$ cat src/common/prf_pkg.sv
// Purpose: Constants and carriers for the profile request frame builder
// Assumes: One 200 MHz clock, bytes arrive one per valid cycle
// Notes:   Field index lists below; frame offsets count from the type byte
package prf_pkg;

	// Framing bytes
	localparam logic [7:0]  PRF_DELIM      = 8'h7E;
	localparam logic [7:0]  PRF_TYPE_TX    = 8'h11;
	localparam logic [7:0]  PRF_TYPE_EXRX  = 8'h91;
	localparam logic [7:0]  PRF_CSUM_BASE  = 8'hFF;
	localparam logic [7:0]  PRF_ENERGY_JAM = 8'hFF;

	// Cluster identifiers
	localparam logic [15:0] PRF_CL_NWK     = 16'h0000;
	localparam logic [15:0] PRF_CL_IEEE    = 16'h0001;
	localparam logic [15:0] PRF_CL_NODE    = 16'h0002;
	localparam logic [15:0] PRF_CL_NOTIFY  = 16'h8038;

	// Broadcast addresses
	localparam logic [63:0] PRF_BCAST64    = 64'h0000_0000_0000_FFFF;
	localparam logic [15:0] PRF_BCAST16    = 16'hFFFE;

	// Transmit-request field indices
	localparam logic [15:0] PRF_TX_FID     = 16'h0001;
	localparam logic [15:0] PRF_TX_A64_LO  = 16'h0002;
	localparam logic [15:0] PRF_TX_A64_HI  = 16'h0009;
	localparam logic [15:0] PRF_TX_A16_HI  = 16'h000A;
	localparam logic [15:0] PRF_TX_A16_LO  = 16'h000B;
	localparam logic [15:0] PRF_TX_CL_HI   = 16'h000E;
	localparam logic [15:0] PRF_TX_CL_LO   = 16'h000F;
	localparam logic [15:0] PRF_TX_PAY     = 16'h0014;

	// Explicit-receive field indices
	localparam logic [15:0] PRF_RX_CL_HI   = 16'h000D;
	localparam logic [15:0] PRF_RX_CL_LO   = 16'h000E;
	localparam logic [15:0] PRF_RX_PAY     = 16'h0012;

	// Notify payload offsets
	localparam logic [15:0] PRF_NP_SEQ     = 16'h0000;
	localparam logic [15:0] PRF_NP_STATUS  = 16'h0001;
	localparam logic [15:0] PRF_NP_MASK0   = 16'h0002;
	localparam logic [15:0] PRF_NP_MASK3   = 16'h0005;
	localparam logic [15:0] PRF_NP_TX0     = 16'h0006;
	localparam logic [15:0] PRF_NP_TX1     = 16'h0007;
	localparam logic [15:0] PRF_NP_FAIL0   = 16'h0008;
	localparam logic [15:0] PRF_NP_FAIL1   = 16'h0009;
	localparam logic [15:0] PRF_NP_COUNT   = 16'h000A;
	localparam logic [5:0]  PRF_NO_CHAN    = 6'h20;

	// Decoded notify payload
	typedef struct packed {
		logic [7:0]  seq;
		logic [7:0]  status;
		logic [31:0] mask;
		logic [15:0] total_tx;
		logic [15:0] tx_fail;
		logic [7:0]  rec_count;
	} prf_notify_t;

	// Decoded host request
	typedef struct packed {
		logic [7:0]  frame_id;
		logic [15:0] cluster;
		logic [15:0] dst16;
		logic [7:0]  seq;
		logic        bcast;
	} prf_req_t;

	// One energy record
	typedef struct packed {
		logic [7:0]  level;
		logic [5:0]  chan;
		logic        jam;
	} prf_energy_t;

endpackage

$ cat src/logic/prf_frame_builder.sv
// Purpose: Frame receiver that checks framing and decodes requests/notifies
// Assumes: Synchronous reset, input bytes synchronous to i_clk
// Notes:   Energy records stream out before the checksum is known
`timescale 1ns/1ps
module prf_frame_builder (
	// Clock and reset
	input  wire logic                 i_clk,
	input  wire logic                 i_rstn,
	// Byte stream in
	input  wire logic                 i_rx_valid,
	input  wire logic [7:0]           i_rx_byte,
	// Frame status
	output logic                      o_frame_done,
	output logic                      o_csum_err,
	output logic [7:0]                o_frame_type,
	// Host request decode
	output logic                      o_req_valid,
	output prf_pkg::prf_req_t         o_req,
	// Notify decode
	output logic                      o_notify_valid,
	output prf_pkg::prf_notify_t      o_notify,
	output logic                      o_seq_match,
	output logic                      o_count_mismatch,
	// Energy records
	output logic                      o_energy_valid,
	output prf_pkg::prf_energy_t      o_energy
);
	import prf_pkg::*;

	typedef enum logic [2:0] {
		PRF_IDLE, PRF_LEN_HI, PRF_LEN_LO, PRF_BODY, PRF_CSUM
	} prf_state_t;

	prf_state_t   state, next_state;
	logic [15:0]  len, next_len;
	logic [15:0]  idx, next_idx;
	logic [7:0]   sum, next_sum;
	logic [7:0]   ftype, next_ftype;
	logic [15:0]  cluster, next_cluster;
	logic [63:0]  addr64, next_addr64;
	prf_req_t     sh_req, next_sh_req;
	prf_notify_t  sh_ntf, next_sh_ntf;
	logic [15:0]  ecnt, next_ecnt;
	logic [5:0]   cptr, next_cptr;
	logic         next_frame_done, next_csum_err, next_req_valid;
	logic         next_notify_valid, next_seq_match, next_count_mismatch;
	logic         next_energy_valid;
	logic [7:0]   next_frame_type;
	prf_req_t     next_req;
	prf_notify_t  next_notify;
	prf_energy_t  next_energy;
	logic [15:0]  p;
	logic [5:0]   ch;
	logic         good;

	// Lowest set mask bit at or above a start channel
	function automatic logic [5:0] first_set(input logic [31:0] m,
		input logic [5:0] from);
		logic [5:0] r;
		r = PRF_NO_CHAN;
		for (int k = 31; k >= 0; k--) begin
			if (6'(k) >= from && m[k]) begin
				r = 6'(k);
			end
		end
		return r;
	endfunction

	////////////////////////////////////////////////////////////////////////
	// Next-state logic for framing and decode
	always_comb begin
		next_state          = state;
		next_len            = len;
		next_idx            = idx;
		next_sum            = sum;
		next_ftype          = ftype;
		next_cluster        = cluster;
		next_addr64         = addr64;
		next_sh_req         = sh_req;
		next_sh_ntf         = sh_ntf;
		next_ecnt           = ecnt;
		next_cptr           = cptr;
		next_frame_done     = 1'b0;
		next_csum_err       = 1'b0;
		next_req_valid      = 1'b0;
		next_notify_valid   = 1'b0;
		next_energy_valid   = 1'b0;
		next_frame_type     = o_frame_type;
		next_req            = o_req;
		next_notify         = o_notify;
		next_seq_match      = o_seq_match;
		next_count_mismatch = o_count_mismatch;
		next_energy         = o_energy;
		p                   = idx - PRF_RX_PAY;
		ch                  = first_set(sh_ntf.mask, cptr);
		good                = (sum + i_rx_byte) == PRF_CSUM_BASE;
		if (i_rx_valid) begin
			unique case (state)
				PRF_IDLE: begin
					if (i_rx_byte == PRF_DELIM) begin
						next_state = PRF_LEN_HI;
					end
				end
				PRF_LEN_HI: begin
					next_len   = {i_rx_byte, 8'h00};
					next_state = PRF_LEN_LO;
				end
				PRF_LEN_LO: begin
					next_len    = {len[15:8], i_rx_byte};
					next_idx    = 16'h0000;
					next_sum    = 8'h00;
					next_ftype  = 8'h00;
					next_cluster = 16'h0000;
					next_sh_ntf = '0;
					next_sh_req = '0;
					next_ecnt   = 16'h0000;
					next_cptr   = 6'h00;
					next_state  = ({len[15:8], i_rx_byte} == 16'h0000) ?
						PRF_CSUM : PRF_BODY;
				end
				PRF_BODY: begin
					next_sum = sum + i_rx_byte;
					next_idx = idx + 16'h0001;
					if (idx == len - 16'h0001) begin
						next_state = PRF_CSUM;
					end
					if (idx == 16'h0000) begin
						next_ftype = i_rx_byte;
					end
					if (ftype == PRF_TYPE_TX) begin
						if (idx == PRF_TX_FID) begin
							next_sh_req.frame_id = i_rx_byte;
						end
						if (idx >= PRF_TX_A64_LO && idx <= PRF_TX_A64_HI) begin
							next_addr64 = {addr64[55:0], i_rx_byte};
						end
						if (idx == PRF_TX_A16_HI) begin
							next_sh_req.dst16[15:8] = i_rx_byte;
						end
						if (idx == PRF_TX_A16_LO) begin
							next_sh_req.dst16[7:0] = i_rx_byte;
						end
						if (idx == PRF_TX_CL_HI) begin
							next_sh_req.cluster[15:8] = i_rx_byte;
						end
						if (idx == PRF_TX_CL_LO) begin
							next_sh_req.cluster[7:0] = i_rx_byte;
						end
						if (idx == PRF_TX_PAY) begin
							next_sh_req.seq = i_rx_byte;
						end
					end
					if (ftype == PRF_TYPE_EXRX) begin
						if (idx == PRF_RX_CL_HI) begin
							next_cluster[15:8] = i_rx_byte;
						end
						if (idx == PRF_RX_CL_LO) begin
							next_cluster[7:0] = i_rx_byte;
						end
					end
					if (ftype == PRF_TYPE_EXRX && cluster == PRF_CL_NOTIFY &&
						idx >= PRF_RX_PAY) begin
						if (p == PRF_NP_SEQ) begin
							next_sh_ntf.seq = i_rx_byte;
						end else if (p == PRF_NP_STATUS) begin
							next_sh_ntf.status = i_rx_byte;
						end else if (p <= PRF_NP_MASK3) begin
							next_sh_ntf.mask = {i_rx_byte, sh_ntf.mask[31:8]};
						end else if (p == PRF_NP_TX0) begin
							next_sh_ntf.total_tx[7:0] = i_rx_byte;
						end else if (p == PRF_NP_TX1) begin
							next_sh_ntf.total_tx[15:8] = i_rx_byte;
						end else if (p == PRF_NP_FAIL0) begin
							next_sh_ntf.tx_fail[7:0] = i_rx_byte;
						end else if (p == PRF_NP_FAIL1) begin
							next_sh_ntf.tx_fail[15:8] = i_rx_byte;
						end else if (p == PRF_NP_COUNT) begin
							next_sh_ntf.rec_count = i_rx_byte;
						end else begin
							next_energy_valid = 1'b1;
							next_energy.level = i_rx_byte;
							next_energy.jam   = (i_rx_byte == PRF_ENERGY_JAM);
							next_energy.chan  = ch;
							next_cptr = (ch == PRF_NO_CHAN) ? ch : ch + 6'h01;
							next_ecnt = ecnt + 16'h0001;
						end
					end
				end
				PRF_CSUM: begin
					next_state      = PRF_IDLE;
					next_frame_done = 1'b1;
					next_csum_err   = !good;
					next_frame_type = ftype;
					if (good && ftype == PRF_TYPE_TX) begin
						next_req_valid = 1'b1;
						next_req       = sh_req;
						next_req.bcast = (addr64 == PRF_BCAST64) &&
							(sh_req.dst16 == PRF_BCAST16);
					end
					if (good && ftype == PRF_TYPE_EXRX &&
						cluster == PRF_CL_NOTIFY) begin
						next_notify_valid   = 1'b1;
						next_notify         = sh_ntf;
						next_seq_match      = (sh_ntf.seq == o_req.seq);
						next_count_mismatch = (ecnt != {8'h00, sh_ntf.rec_count});
					end
				end
			endcase
		end
	end

	////////////////////////////////////////////////////////////////////////
	// State registers
	always_ff @(posedge i_clk) begin
		if (!i_rstn) begin
			state            <= PRF_IDLE;
			len              <= 16'h0000;
			idx              <= 16'h0000;
			sum              <= 8'h00;
			ftype            <= 8'h00;
			cluster          <= 16'h0000;
			addr64           <= 64'h0;
			sh_req           <= '0;
			sh_ntf           <= '0;
			ecnt             <= 16'h0000;
			cptr             <= 6'h00;
			o_frame_done     <= 1'b0;
			o_csum_err       <= 1'b0;
			o_frame_type     <= 8'h00;
			o_req_valid      <= 1'b0;
			o_req            <= '0;
			o_notify_valid   <= 1'b0;
			o_notify         <= '0;
			o_seq_match      <= 1'b0;
			o_count_mismatch <= 1'b0;
			o_energy_valid   <= 1'b0;
			o_energy         <= '0;
		end else begin
			state            <= next_state;
			len              <= next_len;
			idx              <= next_idx;
			sum              <= next_sum;
			ftype            <= next_ftype;
			cluster          <= next_cluster;
			addr64           <= next_addr64;
			sh_req           <= next_sh_req;
			sh_ntf           <= next_sh_ntf;
			ecnt             <= next_ecnt;
			cptr             <= next_cptr;
			o_frame_done     <= next_frame_done;
			o_csum_err       <= next_csum_err;
			o_frame_type     <= next_frame_type;
			o_req_valid      <= next_req_valid;
			o_req            <= next_req;
			o_notify_valid   <= next_notify_valid;
			o_notify         <= next_notify;
			o_seq_match      <= next_seq_match;
			o_count_mismatch <= next_count_mismatch;
			o_energy_valid   <= next_energy_valid;
			o_energy         <= next_energy;
		end
	end

	////////////////////////////////////////////////////////////////////////
	// Checks
	logic [15:0] h_epulses;
	always_ff @(posedge i_clk) begin
		if (!i_rstn || (state == PRF_LEN_LO && i_rx_valid)) begin
			h_epulses <= 16'h0000;
		end else if (o_energy_valid) begin
			h_epulses <= h_epulses + 16'h0001;
		end
	end
endmodule // prf_frame_builder

$ cat config.mk
export PLATFORM = sky130hd
export DESIGN_NAME = prf_frame_builder
export DESIGN_NICKNAME = d
export VERILOG_FILES = /design/src/common/prf_pkg.sv /design/src/logic/prf_frame_builder.sv
export SDC_FILE = /design/constraint.sdc
export NUM_CORES = 1
export LEC_CHECK = 0
export ABC_AREA = 1
export BUFFER_PORTS_ARGS = -buffer_cell sky130_fd_sc_hd__buf_2
export CAP_MARGIN = 20
export CORE_MARGIN = 4
export CORE_UTILIZATION = 55
export CTS_CLUSTER_SIZE = 40
export DETAILED_ROUTE_END_ITERATION = 16
export PLACE_DENSITY_LB_ADDON = 0.2
export SLEW_MARGIN = 20
export SYNTH_ARGS = -nofsm -noshare
export SYNTH_HDL_FRONTEND = slang
export SYNTH_SLANG_ARGS = --single-unit
$ cat constraint.sdc
create_clock -name i_clk -period 8.9 [get_ports i_clk]
set_clock_uncertainty 0.15 [all_clocks]
set_input_delay 1.78 -clock i_clk [delete_from_list [all_inputs] [get_ports i_clk]]
set_output_delay 1.78 -clock i_clk [all_outputs]
set_load 0.05 [all_outputs]
==> qor.yml, run 1 <==
pwr:
  seqPwrFrac_pct: 49.7
  switching_share_pct: 23.28
  power.internal_mw: 3.259
  pwr_density_cell_nw_per_um2: 195.8
  switching_power_mw: 0.9891
  max-vdd-ir-drop_mv: 0.1356
  clkPwrFrac_pct: 45.0
  power.total_mw: 4.249
  power_leakage_nw: 9.440
  combPwrFrac_pct: 5.3
drt:
  detail_route.first_pass.iterations: 5
  vias: 17480
  detail_route.iter0.violations: 1319
  drc: 0
  drt-vias-per-instance: 5.573
  count_of_antenna_violating_nets_left_after_detailed_routing: 0
  post_drt_wl_per_cell_um: 16.39
  route.final.wire_length_um: 51410
global_routing:
  grt_antenna_before_repair: 0
  grt_pass1_wl_um: 84480
  grt_use_total_pct: 26.27
  overflow_after_grt: 0
  grt_start_max_net_pins: 129
  grt_pass1_vias: 16330
critical_path:
  reg2reg_depth: 18
  crit_required_ns: 9.22
  cp-end-kind: "flip-flop"
  path_max_fanout: 52
  criticalPathCategory: "in2reg"
  worst-endpoint-arrival_ns: 5.94
  timing.critical_path.from_type: "input pin"
synthesis:
  synthTopCellsByArea: "dfxtp_1 (48%), nor2_1 (9.3%), o21ai_0 (8.0%), a21oi_1 (6.4%), nand2_1 (5.3%)"
  dominantRegCellSynth: "dfxtp_1"
  syn-mean-instance-area_um2: 7.483
  proportion_of_register_bits_with_asynchronous_set_or_reset_after_synthesis_pct: 0
  synth_seq_cells: 456
  synth_edf_count: 0
  yosysWarningCount: 0
  synth_seq_area_share_pct: 47.86
  yosysUniqueCellTypes: 56
  mappedNetlistArea_um2: 19070
  synthDominantAreaCellType: "dfxtp_1"
  synthCells: 2549
  synth_largest_type_area_fraction_pct: 47.86
  synth_fp_nets: 2581
clock_network:
  holdBufCountCts: 0
  worst_skew_pair.late_latency_ns: 0.55
  h-tree-depth: 2
  tritoncts: "yes"
  clock_tree.root_cell: "clkbuf_16"
  max-clock-path-buffers: 3
  postCtsSetupRepairBufs: 0
  cts_buffers: 46
  clkSinkCount: 456
  cts.repair.resized: 0
  clk_pin_slew_worst_paths_ns: 0.06
timing:
  grt_setup_unrepaired: "false"
  timing.final.crit_period_ns: 5.620
  timing.setup.tns_ns: 0
  hold_viol_final: 0
  slew_viol_final: 0
  final.period_utilization_pct: 63.14
  maxClockFrequency_mhz: 177.9
  fin_worst_hold_slack_ns: 0.2980
  max_slew.worst_pin.slew_ns: 1.086
  total_of_endpoints_with_negative_setup_slack_in_the_final_report: 0
  slew-limit-headroom_pct: 27.36
floorplanning:
  initial_core_util_pct: 56.32
  die_h_um: 194.2
  core_region_area_um2: 33870
  placement_rows: 67
  die_width_um: 194.2
  boundaryPins: 178
  die-area_um2: 37730
final_layout:
  final_cell_mix: "nor2_1 (470), dfxtp_1 (456), o21ai_0 (304)"
  syn2layout_area_growth_pct: 13.76
  final_core_util_pct: 64.07
  layout-drive-gt1-share_pct: 11.87
  fill_cells: 3021
  n_antenna_cell: 0
  nets: 2684
  layout.cells.most_common: "nor2_1"
run_status:
  run_status: "finished, final reports clean"
job:
  maxCapViolations: 0
worst_hold_path:
  hold_depth: 2
  min-delay-path-class: "reg2reg"
place:
  globalplace.congestion: 0.9401
  numPortBuffers: 177
  detailedPlacementHpwl_um: 34410
-- path summary, 6_finish.rpt --
path | start | to | slack, ns
hold / removal | sh_ntf[72] | sh_ntf[72] | 0.30
setup reg to reg | sum[0] | o_count_mismatch | 4.34
setup / recovery | i_rx_byte[1] | o_count_mismatch | 3.28
hold reg to reg | sh_ntf[72] | sh_ntf[72] | 0.30
-- routing by layer --
| metal | track usage [%] | routed length (um) | part of all wire, % | vias up |
|---|---|---|---|---|
| met3 | 3.771 | 3668 | 7.1 | 97 |
| met5 | 0 | 0 | 0 | - |
| met2 | 42.22 | 23510 | 46 | 606 |
| met1 | 37.64 | 23240 | 45 | 8110 |
| li1 | - | - | - | 8664 |
| met4 | 6.406 | 998 | 1.9 | 0 |
-- worst max-delay path, stage by stage --
cell	delay, ns
buf_2	0.14
inv_1	0.16
fa_1	0.49
nand3b_1	0.17
and2_1	0.18
nor2_1	0.09
nor2_1	0.05
nor2_1	0.09
nor2_1	0.06
xor2_1	0.14
inv_1	0.07
nand4_1	0.09
nor3_1	0.76
nand3_1	0.18
inv_2	0.62
buf_4	0.48
o21ai_0	0.13
a41oi_1	0.21
-- per-stage QoR --
stage	setup slack [ns]	cells	cell area (um2)
after floorplan	4.291	2549	19070
after global placement	2.923	3051	20150
after detailed placement	2.787	3051	20150
after CTS	3.335	3135	21660
after global routing	2.944	3136	21700
final	3.280	3136	21700
-- Yosys cell counts, drive strengths merged, types with 2 or more instances --
master,instances
nor3b,4
buf,11
a211oi,82
nand2,274
nor2,482
o21a,2
xnor2,19
nand3,81
nand4,37
o211ai,3
o21ai,310
nor4,25
inv,243
xor2,31
clkbuf,130
and3,2
o21bai,2
or2,7
dfxtp,456
a41oi,2
a2111o,2
nor3,51
ha,20
o31ai,3
a31oi,5
a21oi,245
clkinv,9
-- registers in the layout, summed over array words and instances, names as in the netlist, 3 cells and up --
signal and flops:
addr64 64, cluster 16, cptr 6, ecnt 16, ftype 8, idx 16, len 16, o_energy 15
o_frame_type 8, o_notify 88, o_req 49, sh_ntf 88, sh_req 48, state 3, sum 8
-- cells by family (layout without fill, tap and decap cells) --
family	count (synthesis)	count (layout)	share of synthesized area (%)
xor gates and xnor gates	50	50	2.296
DFF	456	456	47.86
buffers and inverters	393	532	7.812
adders and majority gates	21	21	1.417
AOI/OAI and AO/OA	662	662	18.87
and+or+nand+nor	967	967	21.74
-- power by group through the flow --
stage	Sequential, mW	Combinational (mW)	Clock (mW)
2_1_floorplan	2.15	0.169	0
3_3_place_gp	2.16	0.214	0
3_5_place_dp	2.16	0.220	0
4_1_cts	2.11	0.222	1.93
5_1_grt	2.12	0.256	2.03
6_report	2.11	0.225	1.91
-- area by class of cell --
class	count	area [um2]	area share, %
Clock inverter	9	68.82	0.3171
Tap cell	448	560.5	2.583
Timing Repair Buffer	196	1059	4.878
Sequential cell	456	9129	42.07
Clock buffer	75	1441	6.643
Inverter	252	948.4	4.371
Multi-Input combinational cell	1700	8492	39.14
Power figures use the tool's default switching activity.
==> run 2, diff against run 1 <==
CORE_UTILIZATION = 54   (was 55)
clock period = 5.1 ns   (was 8.9 ns; I/O delays follow)
==> qor.yml, run 2 (synthesis results as in run 1) <==
drt:
  detail_route.first_pass.iterations: 6  # was 5
  detail_route.iter0.violations: 1407  # was 1,319
  vias: 17460  # was 17,480
  drt-vias-per-instance: 5.540  # was 5.573
  post_drt_wl_per_cell_um: 16.39  # about the same
  drc: 0  # unchanged
  route.final.wire_length_um: 51670  # was 51,410 um
  count_of_antenna_violating_nets_left_after_detailed_routing: 0  # unchanged
global_routing:
  grt_start_max_net_pins: 269  # was 129
  grt_pass1_vias: 16260  # was 16,330
  grt_pass1_wl_um: 83860  # was 84,480 um
  grt_antenna_before_repair: 1  # was 0
  grt_use_total_pct: 25.77  # was 26.27%
  overflow_after_grt: 0  # unchanged
clock_network:
  tritoncts: "yes"  # unchanged
  h-tree-depth: 2  # unchanged
  worst_skew_pair.late_latency_ns: 0.56  # was 0.55 ns
  holdBufCountCts: 0  # unchanged
  cts.repair.resized: 0  # unchanged
  clk_pin_slew_worst_paths_ns: 0.06  # about the same
  postCtsSetupRepairBufs: 0  # unchanged
  clock_tree.root_cell: "clkbuf_16"  # unchanged
  clkSinkCount: 456  # unchanged
  cts_buffers: 47  # was 46
  max-clock-path-buffers: 3  # unchanged
floorplanning:
  die-area_um2: 38390  # was 37,730 um2
  core_region_area_um2: 34710  # was 33,870 um2
  boundaryPins: 178  # unchanged
  placement_rows: 68  # was 67
  die_width_um: 195.9  # was 194.2 um
  die_h_um: 195.9  # was 194.2 um
  initial_core_util_pct: 54.95  # was 56.32%
timing:
  timing.setup.tns_ns: 0  # unchanged
  total_of_endpoints_with_negative_setup_slack_in_the_final_report: 0  # unchanged
  post-route-worst-setup-slack_ns: 0.8281  # was 3.280 ns
  final.period_utilization_pct: 83.76
  maxClockFrequency_mhz: 234.1
  slew_viol_final: 0  # unchanged
  grt_setup_unrepaired: "false"  # unchanged
  slew-limit-headroom_pct: 24.24  # was 27.36%
  hold_viol_final: 0  # unchanged
  timing.final.crit_period_ns: 4.272
  max_slew.worst_pin.slew_ns: 1.132  # was 1.086 ns
final_layout:
  nets: 2692  # was 2,684
  reg_top3: "o_notify x88, sh_ntf x88, addr64 x64"  # unchanged
  layout-drive-gt1-share_pct: 11.98  # was 11.87%
  final_cell_mix: "nor2_1 (471), dfxtp_1 (456), o21ai_0 (304)"  # was nor2_1 (470), dfxtp_1 (456), o21ai_0 (304)
  syn2layout_area_growth_pct: 14.48  # was 13.76%
  fin_area_um2: 21840  # was 21,700 um2
  layout.cells.most_common: "nor2_1"  # unchanged
  total_area_of_multi_input_combinational_cells_um2: 8482  # was 8492 um2
  register_cell_area_after_layout_um2: 9129  # unchanged
  fill_cells: 3143  # was 3,021
critical_path:
  timing.rr.end: "cptr[2]"  # was o_count_mismatch
  path_max_fanout: 11  # was 52
  r2r-start: "idx[1]"  # was sum[0]
  worst_setup_path_startpoint: "idx[1]"  # was i_rx_byte[1]
  cp-end-kind: "flip-flop"  # unchanged
  worst-endpoint-arrival_ns: 4.61  # was 5.94 ns
  reg2reg_depth: 24  # was 18
  rrSetupSlack_ns: 0.83  # was 4.34 ns
  criticalPathCategory: "reg2reg"  # was in2reg
  worst_setup_path_endpoint: "cptr[2]"  # was o_count_mismatch
  crit_required_ns: 5.43  # was 9.22 ns
  timing.critical_path.from_type: "flip-flop"  # was input pin
worst_hold_path:
  min-delay-path-class: "reg2reg"  # unchanged
pwr:
  power_leakage_nw: 9.510  # was 9.440 nW
  pwr_density_cell_nw_per_um2: 344.7  # was 195.8 nW/um2
  power.total_mw: 7.527  # was 4.249 mW
  max-vdd-ir-drop_mv: 0.2914  # was 0.1356 mV
place:
  pre_cts_ws_ns: 0.5473  # was 2.787 ns
  globalplace.congestion: 0.9131  # was 0.9401
  detailed_place.area_um2: 20260  # was 20,150 um2
  detailedPlacementHpwl_um: 34450  # was 34,410 um
  numPortBuffers: 177  # unchanged
job:
  maxCapViolations: 0  # unchanged
run_status:
  run_status: "finished, final reports clean"  # unchanged
run 2: where the power goes:
part,leakage [nW],switching (mW),internal (mW)
Clock,0.768,1.42,2.02
Sequential,3.68,0.0492,3.64
Combinational,5.06,0.281,0.119
Total,9.51,1.75,5.77
run 2: worst min path at each step:
stage	start	endpoint	cells after the start
global route	sh_ntf[73]	sh_ntf[73]	2
detailed placement	sh_ntf[74]	sh_ntf[74]	2
CTS	sh_ntf[74]	sh_ntf[74]	2
finish	sh_ntf[74]	sh_ntf[74]	2
global placement	sh_ntf[73]	sh_ntf[73]	2
floorplan	sh_ntf[72]	sh_ntf[72]	2
run 2: through the flow:
step                util [%]  std cells  hold WS (ns)
finish                 62.90       3152        0.2975
CTS                    62.84       3150        0.2991
global route           62.90       3152        0.3218
global placement       58.34       3064        0.2849
floorplan                  -       2549        0.2740
detailed placement     58.36       3065        0.2893
run 2: critical path, cell delays in order (launching register included):
cell and delay (ns):
dfxtp_1 0.41, inv_1 0.23, ha_1 0.21, nand2_2 0.09, nand2_2 0.11, nand2_1 0.09
nor3_2 0.17, nand2_1 0.10, xor2_1 0.15, nand2_1 0.07, nor2_1 0.06, nand2_4 0.11
inv_2 0.08, nand2_1 0.09, a21oi_1 0.09, nor2_2 0.48, o21ai_2 0.19, buf_4 0.23
nor2_1 0.30, inv_1 0.19, nor2_1 0.21, o21ai_0 0.11, a21oi_1 0.13, a21oi_1 0.06
nor2_1 0.09
run 2: layout make-up:
cell class / instances / share of cell area (%)
antenna: 1 / 0.01146
clock buffer: 67 / 6.051
clock inverter: 18 / 1.072
inverter: 252 / 4.343
multi-input combinational: 1700 / 38.84
sequential: 456 / 41.81
tap: 455 / 2.607
timing repair buffer: 203 / 5.266
run 2: per-layer routing:
metal,global-route usage (%),share of wire (%),routed length (um)
met5,0,0,0
met4,7.215,2.0,1037
met1,37.15,46,23730
met3,3.778,6.7,3486
met2,40.56,45,23420
